$ cat config.mk
export PLATFORM = sky130hd
export DESIGN_NAME = ieic_top
export DESIGN_NICKNAME = d
export VERILOG_FILES = /design/src/design/ieic_pkg.sv /design/src/design/ieic_edge_if.sv /design/src/design/ieic_top.sv /design/src/design/ieic_edge_detect.sv
export SDC_FILE = /design/constraint.sdc
export NUM_CORES = 1
export LEC_CHECK = 0
export BUFFER_PORTS_ARGS = -buffer_cell sky130_fd_sc_hd__buf_4
export CAP_MARGIN = 10
export CORE_MARGIN = 10
export CORE_UTILIZATION = 35
export DETAILED_ROUTE_END_ITERATION = 16
export PLACE_DENSITY = 0.67
export SLEW_MARGIN = 20
export SYNTH_ARGS = -nofsm -noshare
export SYNTH_HDL_FRONTEND = slang
export SYNTH_HIERARCHICAL = 1
export SYNTH_SLANG_ARGS = --single-unit
$ cat constraint.sdc
create_clock -name clk_sys -period 2.02 [get_ports clk_sys]
set_clock_uncertainty 0.05 [all_clocks]
set_input_delay 0.404 -clock clk_sys [delete_from_list [all_inputs] [get_ports clk_sys]]
set_output_delay 0.404 -clock clk_sys [all_outputs]
set_load 0.03 [all_outputs]
$ cat src/design/ieic_pkg.sv
package ieic_pkg;
   // ---------------------------------------------------------------
   // Register indices; the byte address is the index times four
   // ---------------------------------------------------------------
   localparam logic [3:0] IEIC_IDX_INPUT = 4'h1;
   localparam logic [3:0] IEIC_IDX_ENABLE = 4'h3;
   localparam logic [3:0] IEIC_IDX_EDGE = 4'h4;
   localparam logic [3:0] IEIC_IDX_CLEAR = 4'h5;
   localparam logic [3:0] IEIC_IDX_IRQ_EN = 4'h6;
   localparam logic [3:0] IEIC_IDX_IRQ_STAT = 4'h7;
   localparam logic [3:0] IEIC_IDX_IRQ_CLR = 4'h8;
   localparam int IEIC_ADDR_LSB = 2;
   localparam int IEIC_CHANNELS = 8;
   // ---------------------------------------------------------------
   // Reset values
   // ---------------------------------------------------------------
   localparam logic [7:0] IEIC_RST_ENABLE = 8'h00;
   localparam logic [7:0] IEIC_RST_EDGE = 8'h00;
   localparam logic [7:0] IEIC_RST_FLAGS = 8'h00;
   localparam logic [1:0] IEIC_RST_IRQ_EN = 2'h0;
   // Status bit positions of the block interrupt register
   localparam int IEIC_EV_FLAG = 0;
   localparam int IEIC_EV_ERR = 1;
endpackage : ieic_pkg

$ cat src/design/ieic_edge_if.sv
`timescale 1ns/1ps
`default_nettype none
// Carries the per-channel control and detection results
interface ieic_edge_if #(parameter int N = 8);
   logic [N-1:0] level;
   logic [N-1:0] edgeSel;
   logic [N-1:0] hit;
   modport detector (input level, input edgeSel, output hit);
   modport owner (output level, output edgeSel, input hit);
endinterface : ieic_edge_if
`default_nettype wire

$ cat src/design/ieic_top.sv
// Chosen here: the APB slave port.
`timescale 1ns/1ps
`default_nettype none
module ieic_top
   import ieic_pkg::*;
#(
   parameter int N = IEIC_CHANNELS,
   parameter int AW = 6
) (
   input wire logic clk_sys,
   input wire logic sys_rst,
   input wire logic psel,
   input wire logic penable,
   input wire logic pwrite,
   input wire logic [AW-1:0] paddr,
   input wire logic [31:0] pwdata,
   output logic [31:0] prdata,
   output logic pready,
   output logic pslverr,
   input wire logic [N-1:0] isolated_input,
   output logic irq
);
   typedef struct packed {
      logic [N-1:0] chanIrqEnable;
      logic [N-1:0] chanEdgeSelect;
      logic [N-1:0] chanIrqFlag;
      logic [N-1:0] inputLevel;
      logic [1:0] irqEnable;
      logic [1:0] irqStatus;
      logic [31:0] rdata;
      logic ready;
      logic err;
      logic irqOut;
   } ieic_state_t;

   ieic_state_t state_reg;
   ieic_state_t state_next;
   logic [N-1:0] hit;

   // ---------------------------------------------------------------
   // Edge detector
   // ---------------------------------------------------------------
   ieic_edge_if #(.N(N)) eif ();
   assign eif.level = isolated_input;
   assign eif.edgeSel = state_reg.chanEdgeSelect;
   assign hit = eif.hit;

   ieic_edge_detect #(.N(N)) u_detect (
      .clk_sys(clk_sys),
      .sys_rst(sys_rst),
      .eif(eif)
   );

   // ---------------------------------------------------------------
   // Register access helpers
   // ---------------------------------------------------------------
   // Map, byte address is index times four:
   //    1  input levels, read only
   //    3  channel enables
   //    4  channel edge selects
   //    5  write ones to clear flags, read back the flags
   //    6  block interrupt enables
   //    7  block interrupt status, read only, sticky
   //    8  write ones to clear block status
   // Any index above 8, or a misaligned address, is refused with an error
   // and raises the error status bit. Writes to 1 and 7 are dropped
   // without an error, so a driver that rewrites a whole image is safe.
   function automatic logic [3:0] reg_index(input logic [AW-1:0] a);
      logic [AW-1:0] sh;
      sh = a >> IEIC_ADDR_LSB;
      return sh[3:0];
   endfunction : reg_index

   function automatic logic [31:0] widen(input logic [N-1:0] v);
      logic [31:0] w;
      w = '0;
      w[N-1:0] = v;
      return w;
   endfunction : widen

   // Sticky update: a set in the same cycle as its clear wins, so an
   // edge that lands on the clear write is still seen afterwards
   function automatic logic [N-1:0] sticky(input logic [N-1:0] cur,
         input logic [N-1:0] clrv, input logic [N-1:0] setv);
      return (cur & ~clrv) | setv;
   endfunction : sticky

   logic access;
   logic wr;
   logic rd;
   logic mapped;
   logic [3:0] idx;
   logic misaligned;
   logic [AW-IEIC_ADDR_LSB-1:0] idxFull;

   // Bus decode; the answer is registered, so one wait state always
   // Ready in the state blocks a second take while pready stands
   always_comb begin
      access = psel & penable & ~state_reg.ready;
      wr = access & pwrite;
      rd = access & ~pwrite;
      idx = reg_index(paddr);
      idxFull = paddr[AW-1:IEIC_ADDR_LSB];
      misaligned = |paddr[1:0];
      // Full index compared, so high address bits cannot alias
      mapped = ~misaligned & (idxFull <= IEIC_IDX_IRQ_CLR);
   end

   // ---------------------------------------------------------------
   // Next state
   // ---------------------------------------------------------------
   always_comb begin
      logic [N-1:0] clr;
      logic [1:0] ev;
      logic [1:0] stClr;
      logic [N-1:0] newHit;
      clr = '0;
      ev = '0;
      stClr = '0;
      newHit = '0;
      state_next = state_reg;
      state_next.ready = 1'b0;
      state_next.err = 1'b0;
      state_next.inputLevel = isolated_input;
      // Read data is zero unless a mapped read fills it below
      if (access) begin
         state_next.ready = 1'b1;
         state_next.err = ~mapped;
         state_next.rdata = '0;
      end
      // -----------------------------------------------------------
      // Register writes
      // -----------------------------------------------------------
      if (wr & mapped) begin
         case (idx)
            IEIC_IDX_ENABLE: begin
               state_next.chanIrqEnable = pwdata[N-1:0];
            end
            IEIC_IDX_EDGE: begin
               state_next.chanEdgeSelect = pwdata[N-1:0];
            end
            IEIC_IDX_CLEAR: begin
               clr = pwdata[N-1:0];
            end
            IEIC_IDX_IRQ_EN: begin
               state_next.irqEnable = pwdata[1:0];
            end
            IEIC_IDX_IRQ_CLR: begin
               stClr = pwdata[1:0];
            end
            default: begin
               // Read-only or unused: write ignored
            end
         endcase
      end
      // -----------------------------------------------------------
      // Register reads
      // -----------------------------------------------------------
      if (rd & mapped) begin
         case (idx)
            IEIC_IDX_INPUT: begin
               state_next.rdata = widen(state_reg.inputLevel);
            end
            IEIC_IDX_ENABLE: begin
               state_next.rdata = widen(state_reg.chanIrqEnable);
            end
            IEIC_IDX_EDGE: begin
               state_next.rdata = widen(state_reg.chanEdgeSelect);
            end
            IEIC_IDX_CLEAR: begin
               state_next.rdata = widen(state_reg.chanIrqFlag);
            end
            IEIC_IDX_IRQ_EN: begin
               state_next.rdata = {30'h0, state_reg.irqEnable};
            end
            IEIC_IDX_IRQ_STAT: begin
               state_next.rdata = {30'h0, state_reg.irqStatus};
            end
            default: begin
               state_next.rdata = '0;
            end
         endcase
      end
      // -----------------------------------------------------------
      // Channel flags and block status
      // -----------------------------------------------------------
      // Only enabled channels latch; disabled edges are lost for good
      newHit = hit & state_reg.chanIrqEnable;
      state_next.chanIrqFlag = sticky(state_reg.chanIrqFlag, clr,
                                      newHit);
      // Block events: a channel raised, or a refused bus access
      ev[IEIC_EV_FLAG] = |newHit;
      ev[IEIC_EV_ERR] = access & ~mapped;
      state_next.irqStatus = (state_reg.irqStatus & ~stClr) | ev;
      // Level output follows status and enable of the coming cycle
      state_next.irqOut = |(state_next.irqStatus & state_next.irqEnable);
   end

   // ---------------------------------------------------------------
   // State register
   // ---------------------------------------------------------------
   always_ff @(posedge clk_sys) begin
      if (sys_rst) begin
         state_reg <= '0;
         state_reg.chanIrqEnable <= IEIC_RST_ENABLE;
         state_reg.chanEdgeSelect <= IEIC_RST_EDGE;
         state_reg.chanIrqFlag <= IEIC_RST_FLAGS;
         state_reg.irqEnable <= IEIC_RST_IRQ_EN;
      end else begin
         state_reg <= state_next;
      end
   end

   // Outputs straight from flip-flops
   assign prdata = state_reg.rdata;
   assign pready = state_reg.ready;
   assign pslverr = state_reg.err;
   assign irq = state_reg.irqOut;
endmodule : ieic_top
`default_nettype wire

$ cat src/design/ieic_edge_detect.sv
`timescale 1ns/1ps
`default_nettype none
module ieic_edge_detect
   import ieic_pkg::*;
#(
   parameter int N = IEIC_CHANNELS
) (
   input wire logic clk_sys,
   input wire logic sys_rst,
   ieic_edge_if.detector eif
);
   typedef struct packed {
      logic [N-1:0] prevLevel;
      logic primed;
   } ieic_det_state_t;

   ieic_det_state_t state_reg;
   ieic_det_state_t state_next;

   // ---------------------------------------------------------------
   // Edge detection
   // ---------------------------------------------------------------
   // Primed guards against a false edge on the first sample after reset
   always_comb begin
      state_next = state_reg;
      state_next.prevLevel = eif.level;
      state_next.primed = 1'b1;
   end

   // Rise when select is 0, fall when 1; steady level gives nothing
   always_comb begin
      for (int i = 0; i < N; i++) begin
         if (eif.edgeSel[i]) begin
            eif.hit[i] = state_reg.primed & state_reg.prevLevel[i]
                         & ~eif.level[i];
         end else begin
            eif.hit[i] = state_reg.primed & ~state_reg.prevLevel[i]
                         & eif.level[i];
         end
      end
   end

   always_ff @(posedge clk_sys) begin
      if (sys_rst) begin
         state_reg <= '0;
      end else begin
         state_reg <= state_next;
      end
   end
endmodule : ieic_edge_detect
`default_nettype wire

Word-level counts from Yosys, hierarchy flattened
Cells that the tools add are included.
{ "totals": {"register_bits": 72, "in_bits": 51, "output_inout_bits": 35, "wordCells": 113} }
{ "op_classes": {"order_cmp": 1, "eq_ne": 7, "muxes": 18, "n_bitwise": 69, "n_reduce_logical": 7} }
{ "op_table": {"columns": ["operator", "count"], "rows": [
  ["one-hot mux 8 bit (6 select lines)", 1],
  ["bitwise AND 1 bit", 40],
  ["2-to-1 mux 34 bit", 1],
  ["2-to-1 mux 32 bit", 1],
  ["inverter 1 bit", 21],
  ["bitwise AND 8 bit", 2],
  ["equality test 4 x 3 -> 1 bit, second input constant", 4],
  ["2-to-1 mux 8 bit", 2],
  ["2-to-1 mux 1 bit", 9],
  ["2-to-1 mux 2 bit", 4],
  ["inverter 8 bit", 1],
  ["OR 8 bit", 1],
  ["OR reduction 8 bit", 1],
  ["OR reduction 2 bit", 3],
  ["bitwise AND 2 bit", 2],
  ["equality test 4 x 1 -> 1 bit, second input constant", 1],
  ["equality test 4 x 2 -> 1 bit, second input constant", 1],
  ["equality test 4 bit, second input constant", 1],
  ["less-or-equal comparator 4 bit, second input constant", 1],
  ["AND reduction 2 bit", 2],
  ["inverter 2 bit", 1],
  ["OR 2 bit", 1],
  ["nonzero test 2 bit", 1]
]} }

Logic depth before layout (Yosys ltp)
{ "depth": {"depth_word": 10, "ltp_mapped": 8, "ltp_nobuf": 7} }

Cells and area by module
The synthesis kept the hierarchy.
{ "by_module_without_submodules": {"columns": ["mod", "n_inst", "cells_each", "area_each_um2", "seq_area_each_um2"], "rows": [
  ["ieic_top", 1, 262, 2229.6, 940.9],
  ["ieic_edge_detect", 1, 43, 435.4, 180.2]
]} }

Worst setup path before layout
OpenSTA, ideal clock, no wires.
{ "synth_path": {"path_kind": "input to register", "from": "input paddr[1]", "to": "register state_reg[47] (netlist bit)", "setup_ps": 132, "arrival_ps": 1414, "required_ps": 1838, "path_slack_ps": 423, "cell_stages": 5, "n_path_buf": 0, "path_cell_list": "or3b_4 nor4_4 nand2_1 nand2_1 a21oi_1"} }
{ "synth_between": {"elab_chain_cells": 8} }
{ "synth_rtl": {"columns": ["item", "line_no", "source"], "rows": [
  ["start, declared", "ieic_top.sv:15", "input wire logic [AW-1:0] paddr,"],
  ["OR reduction 2 bit", "ieic_top.sv:104", "misaligned = |paddr[1:0];"],
  ["inverter 1 bit", "ieic_top.sv:106", "mapped = ~misaligned & (idxFull <= IEIC_IDX_IRQ_CLR);"],
  ["bitwise AND 1 bit", "ieic_top.sv:106", null],
  ["bitwise AND 1 bit", "ieic_top.sv:134", "if (wr & mapped) begin"],
  ["2-to-1 mux 8 bit", "ieic_top.sv:134", null],
  ["inverter 8 bit", "ieic_top.sv:85", "return (cur & ~clrv) | setv;"],
  ["bitwise AND 8 bit", "ieic_top.sv:85", null],
  ["OR 8 bit", "ieic_top.sv:85", null],
  ["end signal, assigned", "ieic_top.sv:210", "state_reg <= state_next;"],
  ["end, declared", "ieic_top.sv:36", "ieic_state_t state_reg;"]
]} }
Every way passes these cells.
A chain may end at the register's enable or synchronous reset.

Worst setup path in the final report
{ "layout_path": {"from": "register state_reg (netlist bit pready)", "to": "register state_reg (netlist bit eif.edgeSel[2])"} }
{ "layout_between": {"elab_chain_cells": 5} }
{ "layout_rtl": {"columns": ["item", "line_no", "source"], "rows": [
  ["inverter 1 bit", "ieic_top.sv:99", "access = psel & penable & ~state_reg.ready;"],
  ["bitwise AND 1 bit", "ieic_top.sv:99", null],
  ["bitwise AND 1 bit", "ieic_top.sv:100", "wr = access & pwrite;"],
  ["bitwise AND 1 bit", "ieic_top.sv:134", null],
  ["AND reduction 2 bit (no line)", null, null]
]} }
Every way passes these cells.

==> qor.json <==
{
  "run_status": {
    "status": "finished clean"
  },
  "global_route": {
    "grt_overflow_total": 0,
    "grt_first_pass_wirelength_mm": 10.3,
    "grt_start_max_net_pins": 39,
    "initial_antenna_violation_count": 0,
    "total_global_routing_track_utilization_pct": 10.9,
    "first_global_vias": 2136
  },
  "power_and_ir_drop": {
    "power.density_nw_per_um2": 653,
    "irDropWorstVdd_uv": 328,
    "total_switching_power_uw": 521,
    "share_of_power_burned_in_registers_pct": 58.0,
    "pwr-share-clk_pct": 30.1,
    "share_comb_of_total_power_pct": 11.8,
    "power.static_leakage_uw": 0.00124,
    "p_sw_share_pct": 26.6,
    "p_int_uw": 1440
  },
  "worst_setup_path": {
    "path_cells": "nand3b_1 > nor2_4 > buf_4 > nand2_1 > nand2_1 > a21oi_1",
    "worstPathArrival_ns": 1.75,
    "worst_path_max_delay_cell": "sky130_fd_sc_hd__dfxtp_1",
    "worst-r2r-setup-slack_ns": 0.41,
    "worstPathRequired_ns": 2.16,
    "end_kind": "register",
    "timing.critical_path.slowest_cell_delay_ns": 0.33,
    "critPathLaunchType": "register",
    "crit_type": "register to register",
    "cp_common_cell": "sky130_fd_sc_hd__nand2_1",
    "worst-path-max-fanout": 8,
    "worstRegToRegCells": 6
  },
  "die": {
    "io_pins": 86,
    "placement_rows": 31,
    "placeableCoreArea_um2": 7330,
    "initial_core_util_pct": 36.4,
    "fp.dieArea_um2": 11500,
    "die_width_um": 107,
    "die_h_um": 107
  },
  "yosys": {
    "seq_area_frac_synth_pct": 42.1,
    "synthDistinctLibCells": 37,
    "yosys_warnings": 6,
    "postSynthRegisterBits": 56,
    "synthFlopType": "sky130_fd_sc_hd__dfxtp_1",
    "synth_area_um2": 2670,
    "postSynthAreaPerCell_um2": 8.74,
    "synth_enable_flop_cells": 0,
    "syn_inst": 305,
    "synth_async_sr_flop_share_pct": 0
  },
  "cells_and_area": {
    "most-common-layout-cells": "sky130_fd_sc_hd__nand2_1 (56), sky130_fd_sc_hd__dfxtp_1 (56), sky130_fd_sc_hd__buf_4 (47), sky130_fd_sc_hd__conb_1 (24), sky130_fd_sc_hd__nor2_1 (19)",
    "post_route_cells_drive_above_1_share_pct": 18.6,
    "largest_register_ff_count": 28,
    "diodes": 0,
    "finalNetCount": 389,
    "final_core_utilization_pct": 41.0,
    "fillerInstances": 759,
    "syn_to_final_growth_pct": 12.7
  },
  "sta": {
    "max_slew_margin_pct": 63.3,
    "max_freq_mhz": 619,
    "final_setup_viols": 0,
    "rsz0062_at_grt": "false",
    "totalNegativeSetupSlack_ns": 0,
    "timing.final.max_slew_violations": 0,
    "final-hold-violation-count": 0,
    "tightest_slew_ns": 0.549,
    "minimum_clock_period_ns": 1.61,
    "worst_hold_slack_ns": 0.271,
    "final_min_period_over_clock_period_pct": 79.9
  },
  "clock_tree": {
    "cts.clk_slew.worst_paths_ns": 0.10,
    "cts_resized": 0,
    "cts_post_setup_buffers_inserted": 0,
    "clkSinkCount": 56,
    "ctsHoldBuffers": 0,
    "ctsLongestPathBuffers": 2,
    "insertion_delay_ns": 0.31,
    "htree_depth": 2,
    "cts_root_buffer": "sky130_fd_sc_hd__clkbuf_8",
    "clock_tree_from_tritoncts": "built",
    "cts_buffers": 5
  },
  "detailed_routing": {
    "route.final.wire_length_mm": 6.15,
    "first_iter_violations": 114,
    "firstDrtPassIters": 4,
    "vias": 2113,
    "drt_drc_violations_left": 0,
    "drtAntennaViolNets": 0,
    "routed_wire_length_per_instance_um": 14.1,
    "detail_route.vias_per_cell": 4.84
  },
  "run": {
    "maxCapViolCount": 0
  },
  "hold_path": {
    "worstHoldPathCells": 2,
    "min_delay_worst_type": "primary input to register"
  },
  "placed_design": {
    "detailed_place_hpwl_mm": 4.77,
    "routabilityCongestion": 0.821,
    "buffer_ports.inserted": 37
  }
}
## cell type report
cell class	instances	area, um^2	share of cell area [%]
Clock buffer	5	68.8	2.29
Tap cell	99	124	4.12
Sequential cell	56	1120	37.3
Clock inverter	2	12.5	0.416
Timing Repair Buffer	47	353	11.7
Multi-Input combinational cell	225	1310	43.7
Inverter	3	11.3	0.375
## cell families after synthesis
kind of cell           after synthesis  share of synthesized area [%]
other                                1                          0.141
and+or+nand+nor                    136                           27.9
buffers and inverters               47                           11.9
AOI/OAI and AO/OA                   45                           9.91
muxes                               20                           8.07
DFF                                 56                           42.1
## power groups by stage
stage | logic, uW | clock network, uW | registers, uW
5_1_grt | 254 | 651 | 1140
6_report | 232 | 591 | 1140
3_3_place_gp | 229 | 0 | 1160
3_5_place_dp | 231 | 0 | 1160
4_1_cts | 231 | 607 | 1140
2_1_floorplan | 184 | 0 | 1160
## layer usage
metal  GRT usage [%]  up-vias  share of wire (%)
li1                -     1060                  -
met1            13.8      967                 44
met2            16.8       79                 43
met3            4.07        7                 12
met4            3.48        0                1.1
met5               0        -                  0
## critical path: cells and delay by family (launching register included)
kind	cells	cell delay [ns]
AND/OR/NAND/NOR	4	0.87
flip-flops	1	0.33
buffers and inverters	1	0.16
AO/OA/AOI/OAI	1	0.07
## path summary, 6_finish.rpt
path | startpoint | endpoint
max | pready | eif.edgeSel[2]
min | isolated_input[3] | state_reg[42]
max reg2reg | pready | eif.edgeSel[2]
min reg2reg | prdata[3] | prdata[3]
## Yosys cell counts (2+ instances only)
cell type | instances | area [um^2]
sky130_fd_sc_hd__o21ai_0 | 14 | 70.1
sky130_fd_sc_hd__mux2_2 | 2 | 22.5
sky130_fd_sc_hd__nand2_1 | 56 | 210
sky130_fd_sc_hd__clkbuf_1 | 6 | 22.5
sky130_fd_sc_hd__nand2b_1 | 3 | 18.8
sky130_fd_sc_hd__a22oi_1 | 8 | 60.1
sky130_fd_sc_hd__nand4_1 | 3 | 18.8
sky130_fd_sc_hd__nand3_1 | 10 | 50.1
sky130_fd_sc_hd__inv_1 | 3 | 11.3
sky130_fd_sc_hd__buf_2 | 4 | 20.0
sky130_fd_sc_hd__buf_6 | 2 | 22.5
sky130_fd_sc_hd__nor3_1 | 2 | 10.0
sky130_fd_sc_hd__a21oi_1 | 17 | 85.1
sky130_fd_sc_hd__mux2i_1 | 17 | 170
sky130_fd_sc_hd__dfxtp_1 | 56 | 1120
sky130_fd_sc_hd__nand4bb_1 | 8 | 90.1
sky130_fd_sc_hd__nand4b_1 | 8 | 70.1
sky130_fd_sc_hd__buf_4 | 32 | 240
sky130_fd_sc_hd__nor2b_1 | 18 | 113
sky130_fd_sc_hd__nor2_1 | 19 | 71.3
## stage by stage
stage               total power, uW  setup WS, ns  cells  area (um^2)
floorplan                      1350         0.423    328         2750
global placement               1390         0.186    430         2920
detailed placement             1390         0.199    430         2920
CTS                            1980         0.399    437         3000
global route                   2050         0.204    437         3000
finish                         1960         0.406    437         3000
(Power assumes the default switching activity.)
